### src/hw/sme_pkg.sv
// Constants, types and helpers shared by the register-move execute block
package sme_pkg;

  ////////////////////////////////////////////////////////////////////////////
  // Widths
  localparam int WORD_W      = 32;
  localparam int GPR_IDX_W   = 5;
  localparam int FIELD_IDX_W = 3;
  localparam int NIBBLE_W    = 4;
  localparam int CR_FIELDS   = 8;
  localparam int PRI_W       = 6;
  localparam int EXT_W       = 10;
  localparam int REGNUM_W    = 10;
  localparam int HALF_W      = 5;
  localparam int TB_W        = 64;

  ////////////////////////////////////////////////////////////////////////////
  // Field positions; big-endian bit k of the instruction is word bit 31-k
  localparam int POS_PRI_MSB   = 31;
  localparam int POS_PRI_LSB   = 26;
  localparam int POS_RD_MSB    = 25;
  localparam int POS_RD_LSB    = 21;
  localparam int POS_DEST_COND_FIELD_SEL_MSB  = 25;
  localparam int POS_DEST_COND_FIELD_SEL_LSB  = 23;
  localparam int POS_SRC_COND_FIELD_SEL_MSB  = 20;
  localparam int POS_SRC_COND_FIELD_SEL_LSB  = 18;
  localparam int POS_SPLIT_MSB = 20;
  localparam int POS_SPLIT_LSB = 11;
  localparam int POS_EXT_MSB   = 10;
  localparam int POS_EXT_LSB   = 1;
  localparam int POS_SPLIT_TOP = 20;
  localparam int POS_XER_MSB   = 31;

  ////////////////////////////////////////////////////////////////////////////
  // Opcodes
  localparam logic [PRI_W-1:0] OP_COND_LOGIC = 6'h13;
  localparam logic [PRI_W-1:0] OP_EXTENDED   = 6'h1F;
  localparam logic [EXT_W-1:0] EXT_FIELD_MOVE = 10'h000;
  localparam logic [EXT_W-1:0] EXT_XER_TO_CR  = 10'h200;
  localparam logic [EXT_W-1:0] EXT_READ_CR    = 10'h013;
  localparam logic [EXT_W-1:0] EXT_READ_DCR   = 10'h143;
  localparam logic [EXT_W-1:0] EXT_READ_MSR   = 10'h053;
  localparam logic [EXT_W-1:0] EXT_READ_SPR   = 10'h153;
  localparam logic [EXT_W-1:0] EXT_READ_TB    = 10'h173;

  ////////////////////////////////////////////////////////////////////////////
  // Time-base register numbers
  localparam logic [REGNUM_W-1:0] TBN_LOWER = 10'h10C;
  localparam logic [REGNUM_W-1:0] TBN_UPPER = 10'h10D;

  ////////////////////////////////////////////////////////////////////////////
  // Reset values and timing
  localparam logic [WORD_W-1:0]   CR_RESET      = 32'h0000_0000;
  localparam logic [NIBBLE_W-1:0] XER_SUM_RESET = 4'h0;
  localparam logic [NIBBLE_W-1:0] XER_SUM_CLEAR = 4'h0;
  localparam logic [WORD_W-1:0]   WORD_ZERO     = 32'h0000_0000;
  localparam logic [TB_W-1:0]     TB_RESET      = 64'h0000_0000_0000_0000;
  localparam logic [TB_W-1:0]     TB_ONE        = 64'h0000_0000_0000_0001;
  localparam int                  DCR_WAIT_CYCLES = 16;

  ////////////////////////////////////////////////////////////////////////////
  // Execute state, Gray coded
  typedef enum logic [1:0] {
    SME_IDLE     = 2'h0,
    SME_DCR_WAIT = 2'h1
  } sme_state_t;

  // Swap the two 5-bit halves of a split register field
  function automatic logic [REGNUM_W-1:0] sme_swap_halves(input logic [REGNUM_W-1:0] f);
    sme_swap_halves = {f[HALF_W-1:0], f[REGNUM_W-1:HALF_W]};
  endfunction

endpackage

### src/hw/sme_exec.sv
// Decode and execute of condition, state and special register moves
//
// Functional notes
// RULE1 - Field move copies source condition field into destination field, others kept.
// RULE2 - Exception-to-condition move loads exception bits 0:3, then clears them.
// RULE3 - Condition register read returns all 32 bits, never raises exception.
// RULE4 - Device control read returns the register selected by assembled number.
// RULE5 - Device control and time-base numbers swap the two 5-bit halves.
// RULE6 - Device control and machine state reads fault in user mode.
// RULE7 - Machine state read copies the state register into destination.
// RULE8 - Special register read copies the selected register into destination.
// RULE9 - Special number is split bits 5:9 over split bits 0:4.
// RULE10 - User-mode special read faults only when the first split bit is one.
// RULE11 - Time-base read returns lower word at 268, upper at 269, unprivileged.
// RULE12 - Non-zero reserved bits give an undefined result, never an exception.
// RULE13 - Unsupported register numbers give an undefined result, never an exception.
// RULE14 - Opcode, destination, split field and extended opcode at big-endian positions.
`timescale 1ns/1ns
module sme_exec #(
  parameter int DCR_WAIT = sme_pkg::DCR_WAIT_CYCLES  // Device control read timeout
) (
  input  wire logic                            clock,          // Core clock
  input  wire logic                            sys_rst,        // Synchronous reset
  input  wire logic                            instr_valid,    // Instruction offered
  input  wire logic [sme_pkg::WORD_W-1:0]      instr_word,     // Instruction word
  output logic                                 instr_ready,    // Can accept
  output logic                                 instr_hit,      // Opcode handled here
  input  wire logic                            user_mode,      // Problem state
  input  wire logic [sme_pkg::WORD_W-1:0]      machine_state_reg, // State register
  output logic      [sme_pkg::REGNUM_W-1:0]    special_reg_number, // Special number
  input  wire logic [sme_pkg::WORD_W-1:0]      special_reg_rdata,  // Special data
  output logic      [sme_pkg::REGNUM_W-1:0]    device_control_number, // Device number
  output logic                                 dcr_rd_req,     // Device read request
  input  wire logic                            dcr_rd_ack,     // Device read done
  input  wire logic [sme_pkg::WORD_W-1:0]      dcr_rdata,      // Device read data
  input  wire logic                            tb_tick,        // Time base enable
  input  wire logic                            cr_load_en,     // External CR load
  input  wire logic [sme_pkg::WORD_W-1:0]      cr_load_data,   // External CR value
  input  wire logic                            xer_sum_load_en,   // External load
  input  wire logic [sme_pkg::NIBBLE_W-1:0]    xer_sum_load_data, // External value
  output logic                                 gpr_wr_en,      // Writeback pulse
  output logic      [sme_pkg::GPR_IDX_W-1:0]   gpr_wr_addr,    // Writeback index
  output logic      [sme_pkg::WORD_W-1:0]      gpr_wr_data,    // Writeback data
  output logic                                 prog_exc,       // Program exception
  output logic                                 done,           // Instruction retired
  output logic      [sme_pkg::WORD_W-1:0]      condition_reg,  // Condition register
  output logic      [sme_pkg::NIBBLE_W-1:0]    xer_summary     // Exception bits 0:3
);
  import sme_pkg::*;

  ////////////////////////////////////////////////////////////////////////////
  // Helpers

  // Read condition field n (big-endian bits 4n..4n+3)
  function automatic logic [NIBBLE_W-1:0] cr_get(input logic [WORD_W-1:0]      cr,
                                                 input logic [FIELD_IDX_W-1:0] n);
    logic [NIBBLE_W-1:0] v;
    v = XER_SUM_CLEAR;
    for (int i = 0; i < CR_FIELDS; i++) begin
      if (n == FIELD_IDX_W'(i)) begin
        v = cr[WORD_W-1-NIBBLE_W*i -: NIBBLE_W];
      end
    end
    return v;
  endfunction

  // Replace condition field n, leaving the others untouched
  function automatic logic [WORD_W-1:0] cr_put(input logic [WORD_W-1:0]      cr,
                                               input logic [FIELD_IDX_W-1:0] n,
                                               input logic [NIBBLE_W-1:0]    v);
    logic [WORD_W-1:0] r;
    r = cr;
    for (int i = 0; i < CR_FIELDS; i++) begin
      if (n == FIELD_IDX_W'(i)) begin
        r[WORD_W-1-NIBBLE_W*i -: NIBBLE_W] = v;
      end
    end
    return r;
  endfunction

  localparam int CNT_W = $clog2(DCR_WAIT + 1);

  ////////////////////////////////////////////////////////////////////////////
  // Decode

  logic [PRI_W-1:0]       primary_op;
  logic [EXT_W-1:0]       extended_op;
  logic [GPR_IDX_W-1:0]   dest_gpr;
  logic [FIELD_IDX_W-1:0] dest_cond_field_sel;
  logic [FIELD_IDX_W-1:0] src_cond_field_sel;
  logic [REGNUM_W-1:0]    reg_number;
  logic                   split_top_bit;
  logic [WORD_W-1:0]      tb_lower;
  logic [WORD_W-1:0]      tb_upper;

  sme_field_dec u_dec (
    .instr_word          (instr_word),
    .primary_op          (primary_op),
    .extended_op         (extended_op),
    .dest_gpr            (dest_gpr),
    .dest_cond_field_sel (dest_cond_field_sel),
    .src_cond_field_sel  (src_cond_field_sel),
    .reg_number          (reg_number),
    .split_top_bit       (split_top_bit)
  );

  sme_time_base u_tb (
    .clock    (clock),
    .sys_rst  (sys_rst),
    .tb_tick  (tb_tick),
    .tb_lower (tb_lower),
    .tb_upper (tb_upper)
  );

  ////////////////////////////////////////////////////////////////////////////
  // State

  sme_state_t             state_r;
  sme_state_t             state_nxt;
  logic [CNT_W-1:0]       wait_cnt_r;
  logic [CNT_W-1:0]       wait_cnt_nxt;
  logic [GPR_IDX_W-1:0]   pend_gpr_r;
  logic [GPR_IDX_W-1:0]   pend_gpr_nxt;
  logic [REGNUM_W-1:0]    dcr_num_r;
  logic [REGNUM_W-1:0]    dcr_num_nxt;
  logic [WORD_W-1:0]      cr_r;
  logic [WORD_W-1:0]      cr_nxt;
  logic [NIBBLE_W-1:0]    xer_r;
  logic [NIBBLE_W-1:0]    xer_nxt;
  logic                   wr_en_r;
  logic                   wr_en_nxt;
  logic [GPR_IDX_W-1:0]   wr_addr_r;
  logic [GPR_IDX_W-1:0]   wr_addr_nxt;
  logic [WORD_W-1:0]      wr_data_r;
  logic [WORD_W-1:0]      wr_data_nxt;
  logic                   exc_r;
  logic                   exc_nxt;
  logic                   done_r;
  logic                   done_nxt;

  logic                   accept;
  logic                   is_field_move;
  logic                   is_ext;

  always_comb begin
    is_field_move = (primary_op == OP_COND_LOGIC) && (extended_op == EXT_FIELD_MOVE);
    is_ext        = (primary_op == OP_EXTENDED) &&
                    ((extended_op == EXT_XER_TO_CR) || (extended_op == EXT_READ_CR) ||
                     (extended_op == EXT_READ_DCR)  || (extended_op == EXT_READ_MSR) ||
                     (extended_op == EXT_READ_SPR)  || (extended_op == EXT_READ_TB));
    instr_hit     = is_field_move || is_ext;
    instr_ready   = (state_r == SME_IDLE);
    accept        = instr_valid && instr_ready && instr_hit;
  end

  ////////////////////////////////////////////////////////////////////////////
  // Next-state and execute

  always_comb begin
    state_nxt    = state_r;
    wait_cnt_nxt = wait_cnt_r;
    pend_gpr_nxt = pend_gpr_r;
    dcr_num_nxt  = dcr_num_r;
    cr_nxt       = cr_r;
    xer_nxt      = xer_r;
    wr_en_nxt    = 1'b0;
    wr_addr_nxt  = wr_addr_r;
    wr_data_nxt  = wr_data_r;
    exc_nxt      = 1'b0;
    done_nxt     = 1'b0;
    // Reserved bits are never inspected, so they cannot fault  [RULE12]
    case (state_r)
      SME_IDLE: begin
        if (accept) begin
          done_nxt    = 1'b1;
          wr_addr_nxt = dest_gpr;
          if (is_field_move) begin
            cr_nxt = cr_put(cr_r, dest_cond_field_sel,
                            cr_get(cr_r, src_cond_field_sel));           // [RULE1]
          end else begin
            case (extended_op)
              EXT_XER_TO_CR: begin
                cr_nxt  = cr_put(cr_r, dest_cond_field_sel, xer_r);     // [RULE2]
                xer_nxt = XER_SUM_CLEAR;                                // [RULE2]
              end
              EXT_READ_CR: begin
                wr_en_nxt   = 1'b1;                                     // [RULE3]
                wr_data_nxt = cr_r;                                     // [RULE3]
              end
              EXT_READ_MSR: begin
                if (user_mode) begin
                  exc_nxt = 1'b1;                                       // [RULE6]
                end else begin
                  wr_en_nxt   = 1'b1;                                   // [RULE7]
                  wr_data_nxt = machine_state_reg;                      // [RULE7]
                end
              end
              EXT_READ_SPR: begin
                if (user_mode && split_top_bit) begin
                  exc_nxt = 1'b1;                                       // [RULE10]
                end else begin
                  wr_en_nxt   = 1'b1;                                   // [RULE8]
                  wr_data_nxt = special_reg_rdata;                      // [RULE8] [RULE13]
                end
              end
              EXT_READ_TB: begin
                wr_en_nxt = 1'b1;                                       // [RULE11]
                if (reg_number == TBN_LOWER) begin
                  wr_data_nxt = tb_lower;                               // [RULE11]
                end else if (reg_number == TBN_UPPER) begin
                  wr_data_nxt = tb_upper;                               // [RULE11]
                end else begin
                  wr_data_nxt = WORD_ZERO;                              // [RULE13]
                end
              end
              EXT_READ_DCR: begin
                if (user_mode) begin
                  exc_nxt = 1'b1;                                       // [RULE6]
                end else begin
                  // Retire later, when the device bus answers or the DCR_WAIT timeout runs out
                  done_nxt     = 1'b0;
                  state_nxt    = SME_DCR_WAIT;
                  wait_cnt_nxt = CNT_W'(DCR_WAIT);
                  pend_gpr_nxt = dest_gpr;
                  dcr_num_nxt  = reg_number;                            // [RULE5]
                end
              end
              default: begin
                done_nxt = 1'b0;
              end
            endcase
          end
        end
      end
      SME_DCR_WAIT: begin
        if (dcr_rd_ack) begin
          wr_en_nxt   = 1'b1;                                           // [RULE4]
          wr_data_nxt = dcr_rdata;                                      // [RULE4]
          wr_addr_nxt = pend_gpr_r;
          done_nxt    = 1'b1;
          state_nxt   = SME_IDLE;
        end else if (wait_cnt_r == CNT_W'(1)) begin
          // Nobody answered: unsupported number, undefined data, no fault
          wr_en_nxt   = 1'b1;                                           // [RULE13]
          wr_data_nxt = WORD_ZERO;
          wr_addr_nxt = pend_gpr_r;
          done_nxt    = 1'b1;
          state_nxt   = SME_IDLE;
        end else begin
          wait_cnt_nxt = wait_cnt_r - CNT_W'(1);
        end
      end
      default: begin
        state_nxt = SME_IDLE;
      end
    endcase
    // Loads from the rest of the pipeline win over this block's updates
    if (cr_load_en) begin
      cr_nxt = cr_load_data;
    end
    if (xer_sum_load_en) begin
      xer_nxt = xer_sum_load_data;
    end
  end

  ////////////////////////////////////////////////////////////////////////////
  // Registers

  always_ff @(posedge clock) begin
    if (sys_rst) begin
      state_r    <= SME_IDLE;
      wait_cnt_r <= '0;
      pend_gpr_r <= '0;
      dcr_num_r  <= '0;
      cr_r       <= CR_RESET;
      xer_r      <= XER_SUM_RESET;
      wr_en_r    <= 1'b0;
      wr_addr_r  <= '0;
      wr_data_r  <= WORD_ZERO;
      exc_r      <= 1'b0;
      done_r     <= 1'b0;
    end else begin
      state_r    <= state_nxt;
      wait_cnt_r <= wait_cnt_nxt;
      pend_gpr_r <= pend_gpr_nxt;
      dcr_num_r  <= dcr_num_nxt;
      cr_r       <= cr_nxt;
      xer_r      <= xer_nxt;
      wr_en_r    <= wr_en_nxt;
      wr_addr_r  <= wr_addr_nxt;
      wr_data_r  <= wr_data_nxt;
      exc_r      <= exc_nxt;
      done_r     <= done_nxt;
    end
  end

  ////////////////////////////////////////////////////////////////////////////
  // Outputs

  assign special_reg_number    = reg_number;                            // [RULE9]
  assign device_control_number = dcr_num_r;
  assign dcr_rd_req            = (state_r == SME_DCR_WAIT);
  assign gpr_wr_en             = wr_en_r;
  assign gpr_wr_addr           = wr_addr_r;
  assign gpr_wr_data           = wr_data_r;
  assign prog_exc              = exc_r;
  assign done                  = done_r;
  assign condition_reg         = cr_r;
  assign xer_summary           = xer_r;

endmodule

### src/hw/sme_field_dec.sv
// Instruction field extraction for the register-move execute block
`timescale 1ns/1ns
module sme_field_dec (
  input  wire logic [sme_pkg::WORD_W-1:0]      instr_word,   // Instruction word
  output logic      [sme_pkg::PRI_W-1:0]       primary_op,   // Primary opcode
  output logic      [sme_pkg::EXT_W-1:0]       extended_op,  // Extended opcode
  output logic      [sme_pkg::GPR_IDX_W-1:0]   dest_gpr,     // Destination register
  output logic      [sme_pkg::FIELD_IDX_W-1:0] dest_cond_field_sel, // Target field
  output logic      [sme_pkg::FIELD_IDX_W-1:0] src_cond_field_sel,  // Source field
  output logic      [sme_pkg::REGNUM_W-1:0]    reg_number,   // Assembled number
  output logic                                 split_top_bit // First split bit
);
  import sme_pkg::*;

  logic [REGNUM_W-1:0] split_field;

  always_comb begin
    primary_op          = instr_word[POS_PRI_MSB:POS_PRI_LSB];           // [RULE14]
    dest_gpr            = instr_word[POS_RD_MSB:POS_RD_LSB];             // [RULE14]
    extended_op         = instr_word[POS_EXT_MSB:POS_EXT_LSB];           // [RULE14]
    dest_cond_field_sel = instr_word[POS_DEST_COND_FIELD_SEL_MSB:POS_DEST_COND_FIELD_SEL_LSB];
    src_cond_field_sel  = instr_word[POS_SRC_COND_FIELD_SEL_MSB:POS_SRC_COND_FIELD_SEL_LSB];
    // Word bits 20:16 are split bits 0:4, word bits 15:11 are split bits 5:9
    split_field         = instr_word[POS_SPLIT_MSB:POS_SPLIT_LSB];       // [RULE14]
    reg_number          = sme_swap_halves(split_field);                  // [RULE5] [RULE9]
    split_top_bit       = instr_word[POS_SPLIT_TOP];
  end

endmodule

### src/hw/sme_time_base.sv
// 64-bit time base counter, advancing by one on each cycle with tb_tick high
`timescale 1ns/1ns
module sme_time_base (
  input  wire logic                      clock,     // Core clock
  input  wire logic                      sys_rst,   // Synchronous reset
  input  wire logic                      tb_tick,   // Count enable pulse
  output logic      [sme_pkg::WORD_W-1:0] tb_lower, // Lower word
  output logic      [sme_pkg::WORD_W-1:0] tb_upper  // Upper word
);
  import sme_pkg::*;

  logic [TB_W-1:0] count_r;
  logic [TB_W-1:0] count_nxt;

  always_comb begin
    count_nxt = count_r;
    if (tb_tick) begin
      count_nxt = count_r + TB_ONE;
    end
  end

  always_ff @(posedge clock) begin
    if (sys_rst) begin
      count_r <= TB_RESET;
    end else begin
      count_r <= count_nxt;
    end
  end

  assign tb_lower = count_r[WORD_W-1:0];
  assign tb_upper = count_r[TB_W-1:WORD_W];

endmodule

### config.mk
export PLATFORM = sky130hd
export DESIGN_NAME = sme_exec
export DESIGN_NICKNAME = d
export VERILOG_FILES = /design/src/hw/sme_pkg.sv /design/src/hw/sme_exec.sv /design/src/hw/sme_field_dec.sv /design/src/hw/sme_time_base.sv
export SDC_FILE = /design/constraint.sdc
export NUM_CORES = 1
export LEC_CHECK = 0
export ABC_AREA = 1
export CORE_ASPECT_RATIO = 1.2
export CORE_MARGIN = 1
export CORE_UTILIZATION = 49
export DETAILED_ROUTE_END_ITERATION = 8
export DONT_BUFFER_PORTS = 1
export SKIP_LAST_GASP = 1
export SLEW_MARGIN = 20
export SYNTH_ARGS = -nofsm -noshare
export SYNTH_HDL_FRONTEND = slang
export SYNTH_SLANG_ARGS = --single-unit
### constraint.sdc
create_clock -name clock -period 2.4 [get_ports clock]
set_clock_uncertainty 0.15 [all_clocks]
set_input_delay 0.48 -clock clock [delete_from_list [all_inputs] [get_ports clock]]
set_output_delay 0.48 -clock clock [all_outputs]
set_load 0.05 [all_outputs]
### After elaboration in Yosys (flattened, before gate mapping)

Cells that the tools add are included.

| operators by class | value |
|---|---|
| bitwise gates (word level) | 4 |
| add/subtract/negate cells | 2 |
| multiplexer cells | 77 |
| reductions and logical operators | 48 |
| equal/unequal tests | 37 |

Operators by type and width:

| kind | number |
|---|---|
| $mux W32 | 13 |
| $pmux W32 S4 | 1 |
| $mux W4 | 29 |
| $add A64 B1 Y64 const B | 1 |
| $pmux W32 S2 | 1 |
| $eq A10 B9 Y1 const B | 5 |
| $mux W5 | 9 |
| $reduce_and A4 Y1 | 9 |
| $reduce_bool A2 Y1 | 14 |
| $eq A3 B3 Y1 const B | 8 |
| $pmux W5 S2 | 2 |
| $reduce_and A7 Y1 | 2 |
| $eq A3 B2 Y1 const B | 4 |
| $eq A6 B5 Y1 const B | 2 |
| $mux W2 | 6 |
| $eq A10 B10 Y1 const B | 1 |
| $eq A10 B5 Y1 const B | 1 |
| $eq A10 B7 Y1 const B | 1 |
| $logic_not A10 Y1 | 1 |
| $mux W1 | 10 |
| $ne A2 B2 Y1 const B | 5 |
| $reduce_and A5 Y1 | 2 |
| $pmux W1 S2 | 4 |
| $eq A3 B1 Y1 const B | 2 |
| other kinds (19) | 35 |

| storage, ports and cells | value |
|---|---|
| logic and storage cells | 187 |
| input port bits | 172 |
| register bits after elaboration | 162 |
| output and inout port bits | 99 |

### Logic depth before layout (Yosys ltp)

Gate-level depths: netlist of the first run.

| depth | value |
|---|---|
| depth in word-level cells | 14 |
| depth in mapped cells | 15 |
| depth with buffers taken out | 14 |

### By module

Synthesis of the first run repeated with hierarchy kept, for this count alone.

| unflattened totals | value |
|---|---|
| cells, all modules | 1871 |
| area total of the unflattened synthesis | 11016.8 sq um |

Modules (own cells, without submodules):

| module | seq. area each (sq um) | times used | cells each | area an instance (sq um) |
|---|---|---|---|---|
| sme_exec | 1941.9 | 1 | 1194 | 6807.8 |
| sme_time_base | 1281.2 | 1 | 639 | 3923.8 |
| sme_field_dec | 0.0 | 1 | 38 | 285.3 |

### Least setup slack after synthesis of the first run

No wires, ideal clock.

| timing path | value |
|---|---|
| kind | reg2reg |
| from | register state_r[0] |
| to | register xer_r[0], in the netlist xer_summary[0] |
| buffers on the path | 2 |
| path slack | 200 ps |
| arrival | 1918 ps |
| setup time | 132 ps |
| clock period less this slack | 2200 ps |
| required time | 2118 ps |
| stages on the path, launching flop included | 8 |
| cells stage by stage | dfxtp_1 -> clkbuf_1 -> inv_1 -> clkbuf_1 -> nand3_1 -> nand3b_1 -> nand3_1 -> a21oi_1 |

| between the ends | value |
|---|---|
| longest elaborated chain between the ends | 5 |
| elaborated cells between the ends (all ways) | 6 |
| those cells by class | reduce/logical (6) |

RTL lines:

| what | line | RTL |
|---|---|---|
| start, declared | sme_exec.sv:118 | `sme_state_t state_r;` |
| start signal, assigned | sme_exec.sv:283 | `state_r <= state_nxt;` |
| $logic_not A2 Y1 (*) | sme_exec.sv:152 | `instr_ready = (state_r == SME_IDLE);` |
| net instr_ready | sme_exec.sv:26 | `output logic instr_ready,` |
| $logic_and A1 B1 Y1 (2 in a row) | sme_exec.sv:153 | `accept = instr_valid && instr_ready && instr_hit;` |
| $reduce_bool A2 Y1 (no line) | n/a |  |
| $reduce_and A4 Y1 (no line) (*) | n/a |  |
| end signal, assigned | sme_exec.sv:288 | `xer_r <= xer_nxt;` |
| end, declared | sme_exec.sv:128 | `logic [NIBBLE_W-1:0] xer_r;` |

The timed path passes the listed nets; every way through them passes the cells marked *.
A chain may end at the register's enable or synchronous reset.

### Worst setup path in the final report of the first run

| timing path | value |
|---|---|
| from | register u_tb.count_r[1] |
| to | register u_tb.count_r[32] |

| between the ends | value |
|---|---|
| longest elaborated chain between the ends | 1 |

RTL lines:

| what | line | RTL |
|---|---|---|
| start, declared | sme_time_base.sv:12 | `logic [TB_W-1:0] count_r;` |
| start signal, assigned | sme_time_base.sv:26 | `count_r <= count_nxt;` |
| $add A64 B1 Y64 | sme_time_base.sv:18 | `count_nxt = count_r + TB_ONE;` |

Every way passes these cells.

==> flow_metrics.py, run 1 <==
metrics = {
    "timing": {
        "setup_tns_ns": 0,
        "tightest_slew_ns": 0.953,
        "maxSlewHeadroom_pct": 36.5,
        "setup_viol": 0,
        "fin_crit_ns": 2.24,
        "rsz0062_at_grt": "false",
        "finalCritPeriodShare_pct": 93.5,
        "drv_slew": 0,
        "worst_hold_slack_ns": 0.0302,
        "hold_violations": 0,
        "timing.fmax_mhz": 446,
        "worst_slack_ns": 0.156,
    },
    "detailed_routing": {
        "via_per_inst": 5.49,
        "drt_iter0_markers": 1049,
        "drc": 0,
        "wl_per_cell_um": 18.9,
        "dr.pass1.iters": 6,
        "postRouteAntennaNets": 0,
        "finalWirelength_mm": 40.2,
        "num_vias": 11700,
    },
    "grt": {
        "grt_util_all_layers_pct": 36.3,
        "grt_max_degree": 84,
        "overflow": 0,
        "grt_pass1_wl_mm": 59.8,
        "grt_pass1_vias": 10400,
        "antenna_found_initial": 1,
    },
    "cells_and_area": {
        "multi_input_area_mm2": 0.00614,
        "finalInstanceArea_mm2": 0.0120,
        "stdcell_count": 2126,
        "syn2layout_area_growth_pct": 13.6,
        "nets": 2018,
        "fin_util_pct": 56.8,
        "layout-drive-gt1-share_pct": 9.65,
        "seqCellArea_mm2": 0.00322,
        "fillCellCount": 2198,
        "largest_reg_flops": 64,
    },
    "yosys": {
        "netlist.area_leader.share_pct": 30.6,
        "postSynthCellCount": 1811,
        "avgSynthCellArea_um2": 5.82,
        "netlist_area_mm2": 0.0105,
        "synthFlopType": "dfxtp_1",
        "synth_commonest_cells": "nand2_1, nor2_1, inv_1",
        "synth-seq-cells": 161,
        "synth_edf_count": 0,
        "synthArstFlopShare_pct": 0,
        "yosysTopAreaCell": "dfxtp_1",
        "synth_area_leaders": "dfxtp_1, nand2_1, nor2_1",
        "yosys_warnings": 0,
        "synth_cell_types": 42,
        "yosysSeqAreaShare_pct": 30.6,
        "syn_nets": 1986,
        "yosysMostFrequentCell": "nand2_1",
    },
    "placement": {
        "placed_cells": 2092,
        "dp_slack_ns": 0.0973,
        "gp_congestion": 1.01,
        "io_buffers": 0,
        "placed_cell_area_mm2": 0.0113,
        "hpwlAfterDp_mm": 30.9,
    },
    "power": {
        "p_per_area_mw_per_mm2": 519,
        "power.total_mw": 6.20,
        "ir_drop_mv": 0.509,
        "leakage_nw": 5.38,
    },
    "critical_path": {
        "cp.arrival_ns": 2.43,
        "crit_type": "reg -> reg",
        "startpoint_type": "flop",
        "crit_required_ns": 2.58,
        "worstPathMaxFanout": 5,
        "worstSetupEndpointType": "flop",
    },
    "die": {
        "die_h_um": 163,
        "start_util_pct": 50.0,
        "boundaryPins": 271,
        "row_count": 58,
        "die_x_um": 136,
        "core_mm2": 0.0210,
        "die_area_mm2": 0.0221,
    },
    "clocking": {
        "cts_max_level": 4,
        "cts_tree": "built",
        "clk_pin_slew_ns": 0.07,
        "cts_buffers": 17,
        "cts.root.buffer_cell": "clkbuf_16",
        "clock_path_buffers": 2,
        "clock_latency_ns": 0.44,
        "post-cts-setup-buffers": 0,
        "cts_sinks": 161,
    },
    "worst_hold_path": {
        "hp-class": "in -> reg",
    },
    "flow_run": {
        "cap_violations": 0,
    },
    "outcome": {
        "status": "complete, no violations",
    },
}
## cell usage in the layout, fill, tap and decap left out, types with 3 or more instances in the layout
cell type  instances
nand3_2            3
nor3_1            46
nand3_1          128
buf_12            13
ha_1               3
clkbuf_16         17
xor2_1            13
inv_6              5
nand2_1          581
a31oi_1            3
o21ai_0           43
inv_2              6
nand4_1           49
nor2_1           264
a21oi_1          152
nand2_2           13
buf_4             86
nor4_1             9
nor3_2             7
xnor2_1            7
o21ai_1            8
inv_8              3
nand3b_1           7
nor3b_1            3
nor2_2             8
o21a_1             4
dfxtp_1          160
inv_1            188
## path summary, 6_finish.rpt
path / from / endpoint / slack, ns / cells past startpoint
worst max-delay path: u_tb.count_r[1] / u_tb.count_r[32] / 0.16 / 9
worst min-delay path: instr_word[23] / pend_gpr_r[2] / 0.03 / 2
worst max register to register: u_tb.count_r[1] / u_tb.count_r[32] / 0.16 / 9
worst min register to register: u_tb.count_r[22] / u_tb.count_r[22] / 0.33 / 1
## area by class of cell
type                            instances  area share [%]
Antenna cell                            1          0.0209
Clock buffer                           17            3.56
Clock inverter                         14            1.42
Inverter                              197            6.19
Multi-Input combinational cell       1366            51.4
Sequential cell                       161            27.0
Tap cell                              270            2.82
Timing Repair Buffer                  100            7.66
## metal layers
| metal | vias to the layer above | part of all wire [%] | GRT usage [%] | wire length [um] |
|---|---|---|---|---|
| li1 | 5825 | - | - | - |
| met1 | 5237 | 39 | 43.3 | 15700 |
| met2 | 503 | 48 | 61.5 | 19200 |
| met3 | 109 | 7.3 | 4.70 | 2910 |
| met4 | 0 | 5.9 | 22.4 | 2390 |
| met5 | - | 0 | 0 | 0 |
## power breakdown
part	leakage (nW)	internal, mW	switching [mW]
registers	1.30	2.71	0.0435
clock network	0.287	1.57	1.31
logic	3.79	0.161	0.410
total	5.38	4.44	1.76
## logic make-up (layout without fill, tap and decap cells)
family                   after synthesis  count (layout)  share of synthesized area, %
AND/OR/NAND/NOR                     1129            1129                          45.7
buffers and inverters                284             328                          11.2
AO/OA/AOI/OAI                        214             214                          10.5
flip-flops                           161             161                          30.6
XOR/XNOR                              20              20                          1.66
adder cells (fa/ha/maj)                3               3                         0.356
other                                  0               1                             0
## worst max-delay path, stage by stage, from the launching register on
cell	delay, ns
dfxtp_1	0.40
ha_1	0.21
nand3_1	0.13
inv_1	0.07
nand2_1	0.07
nor2_2	0.23
nand4_1	0.26
or3_4	0.43
o21ai_1	0.13
nor2_1	0.06
## what timing repair did
| action | CTS | global route |
|---|---|---|
| gates resized for setup | 0 | 3 |
| hold endpoints to repair | 41 | 0 |
| setup endpoints to repair | 0 | 5 |
| hold buffers | 2 | 0 |
(Power assumes the default switching activity.)
==> inputs of run 2 (changes only) <==
clock period = 2.3 ns   (was 2.4 ns; I/O delays follow)
==> run 2 against run 1 <==
  * Critical path depth is the same
  * Via count hardly changed
  * Sequential share of layout area shrank 0.077 points
  * Largest power group unchanged
  * Clock power barely moved
  * Sequential power grew 4%
  * Combinational power grew 12%
  * Maximum frequency fell by 0.51%
  * Sequential cell count is the same
  * Final area increased by 0.32%
  * Setup slack worse by 0.11 ns
  * Power grew 3.1%
==> flow_metrics.py, run 2 (synthesis results as in run 1) <==
metrics = {
    "critical_path": {
        "worstPathMaxFanout": 5,
        "crit_type": "reg -> reg",
        "cp.arrival_ns": 2.43,
        "crit_required_ns": 2.47,
        "cp_cell_sequence": "nand2_1, nor2_1, nand2_1, nor2_1, nand3_1, nor2_1, nand4_1, xor2_1, nor2_1",
        "worstSetupEndpointType": "flop",
        "critPathTopFamily": "simple AND/OR/NAND/NOR gates",
        "worst_path_largest_cell_delay_ns": 0.45,
        "crit_path_top_delay_cell": "dfxtp_1",
        "crit_top_cell": "nor2_1",
        "startpoint_type": "flop",
        "crit_buf_inv": 0,
    },
    "power": {
        "leakage_nw": 5.40,
        "ir_drop_mv": 0.541,
        "p_per_area_mw_per_mm2": 533,
    },
    "timing": {
        "drv_slew": 0,
        "setup_tns_ns": 0,
        "rsz0062_at_grt": "false",
        "fin_crit_ns": 2.26,
        "hold_violations": 0,
        "timing.fmax_mhz": 443,
        "tightest_slew_ns": 0.596,
        "setup_viol": 0,
        "finalCritPeriodShare_pct": 98.1,
        "maxSlewHeadroom_pct": 60.2,
    },
    "detailed_routing": {
        "num_vias": 11700,
        "finalWirelength_mm": 39.8,
        "drc": 0,
        "drt_iter0_markers": 1106,
        "postRouteAntennaNets": 0,
        "dr.pass1.iters": 6,
        "via_per_inst": 5.48,
        "wl_per_cell_um": 18.7,
    },
    "die": {
        "start_util_pct": 50.0,
        "core_mm2": 0.0210,
        "row_count": 58,
        "boundaryPins": 271,
        "die_h_um": 163,
        "die_x_um": 136,
        "die_area_mm2": 0.0221,
    },
    "grt": {
        "overflow": 0,
        "grt_pass1_vias": 10600,
        "grt_max_degree": 96,
        "antenna_found_initial": 0,
        "grt_util_all_layers_pct": 35.9,
        "grt_pass1_wl_mm": 59.0,
    },
    "clocking": {
        "clock_path_buffers": 2,
        "cts_buffers": 17,
        "cts.root.buffer_cell": "clkbuf_16",
        "clock_latency_ns": 0.43,
        "cts_max_level": 4,
        "clk_pin_slew_ns": 0.07,
        "cts_sinks": 161,
        "cts_tree": "built",
    },
    "flow_run": {
        "cap_violations": 0,
    },
    "cells_and_area": {
        "stdcell_count": 2132,
        "largest_reg_flops": 64,
        "layout-drive-gt1-share_pct": 9.99,
        "nets": 2025,
        "n_antenna_cell": 0,
        "layout_common_cells": "nand2_1, nor2_1, inv_1, dfxtp_1, a21oi_1",
        "fillCellCount": 2226,
        "final_common_cell": "nand2_1",
        "syn2layout_area_growth_pct": 13.9,
    },
    "placement": {
        "io_buffers": 0,
        "placed_cells": 2098,
        "hpwlAfterDp_mm": 30.6,
        "gp_congestion": 1.05,
    },
    "outcome": {
        "status": "complete, no violations",
    },
    "worst_hold_path": {
        "hp-class": "in -> reg",
    },
}
-- run 2: layout make-up --
type	instances	area, um2	area share [%]
Clock buffer	18	429	3.58
Clock inverter	13	153	1.27
Inverter	197	741	6.17
Multi-Input combinational cell	1366	6140	51.2
Sequential cell	161	3230	26.9
Tap cell	270	338	2.82
Timing Repair Buffer	107	968	8.07
-- run 2: worst register-to-register path, cell delays in order, from the launching register on --
cell and delay, ns:
dfxtp_1 0.45, nand2_1 0.13, nor2_1 0.19, nand2_1 0.08, nor2_1 0.35, nand3_1 0.21, nor2_1 0.21, nand4_1 0.14
xor2_1 0.18, nor2_1 0.05
-- run 2: repair_timing --
action                                  CTS  global route
gates resized for setup                   0             5
hold buffers                              2             0
endpoints found under the setup margin    0             6
setup buffers                             0             1
hold endpoints to repair                 41             0
-- run 2: final timing paths --
check,startpoint,to,slack (ns),cells past startpoint
worst max register to register,u_tb.count_r[4],u_tb.count_r[55],0.04,9
worst min register to register,pend_gpr_r[3],pend_gpr_r[3],0.37,4
worst min-delay path,instr_word[24],pend_gpr_r[3],0.009,2
worst max-delay path,u_tb.count_r[4],u_tb.count_r[55],0.04,9
-- run 2: through the flow --
step / hold slack, ns / setup slack [ns] / instance area [um2] / total power, mW / util (%)
floorplan: 0.293 / 0.100 / 10500 / 3.40 / -
global placement: 0.329 / 0.0748 / 11400 / 3.52 / 53.9
detailed placement: 0.345 / 0.0527 / 11400 / 3.52 / 53.9
CTS: 0.00252 / 0.0584 / 12000 / 6.42 / 56.8
global route: 0.0114 / 0.00347 / 12000 / 6.57 / 57.0
finish: 0.00893 / 0.0446 / 12000 / 6.39 / 57.0
-- run 2: where the power goes --
part | switching, mW | internal, mW
Clock | 1.29 | 1.62
Sequential | 0.0245 | 2.83
Combinational | 0.453 | 0.184
-- run 2: routing by layer --
metal  share of wire (%)  up-vias  GRT usage [%]
met5                   0        -              0
met4                 6.1        0           22.7
met3                 7.1      108           5.35
met2                  48      502           61.7
met1                  39     5261           41.3
li1                    -     5814              -
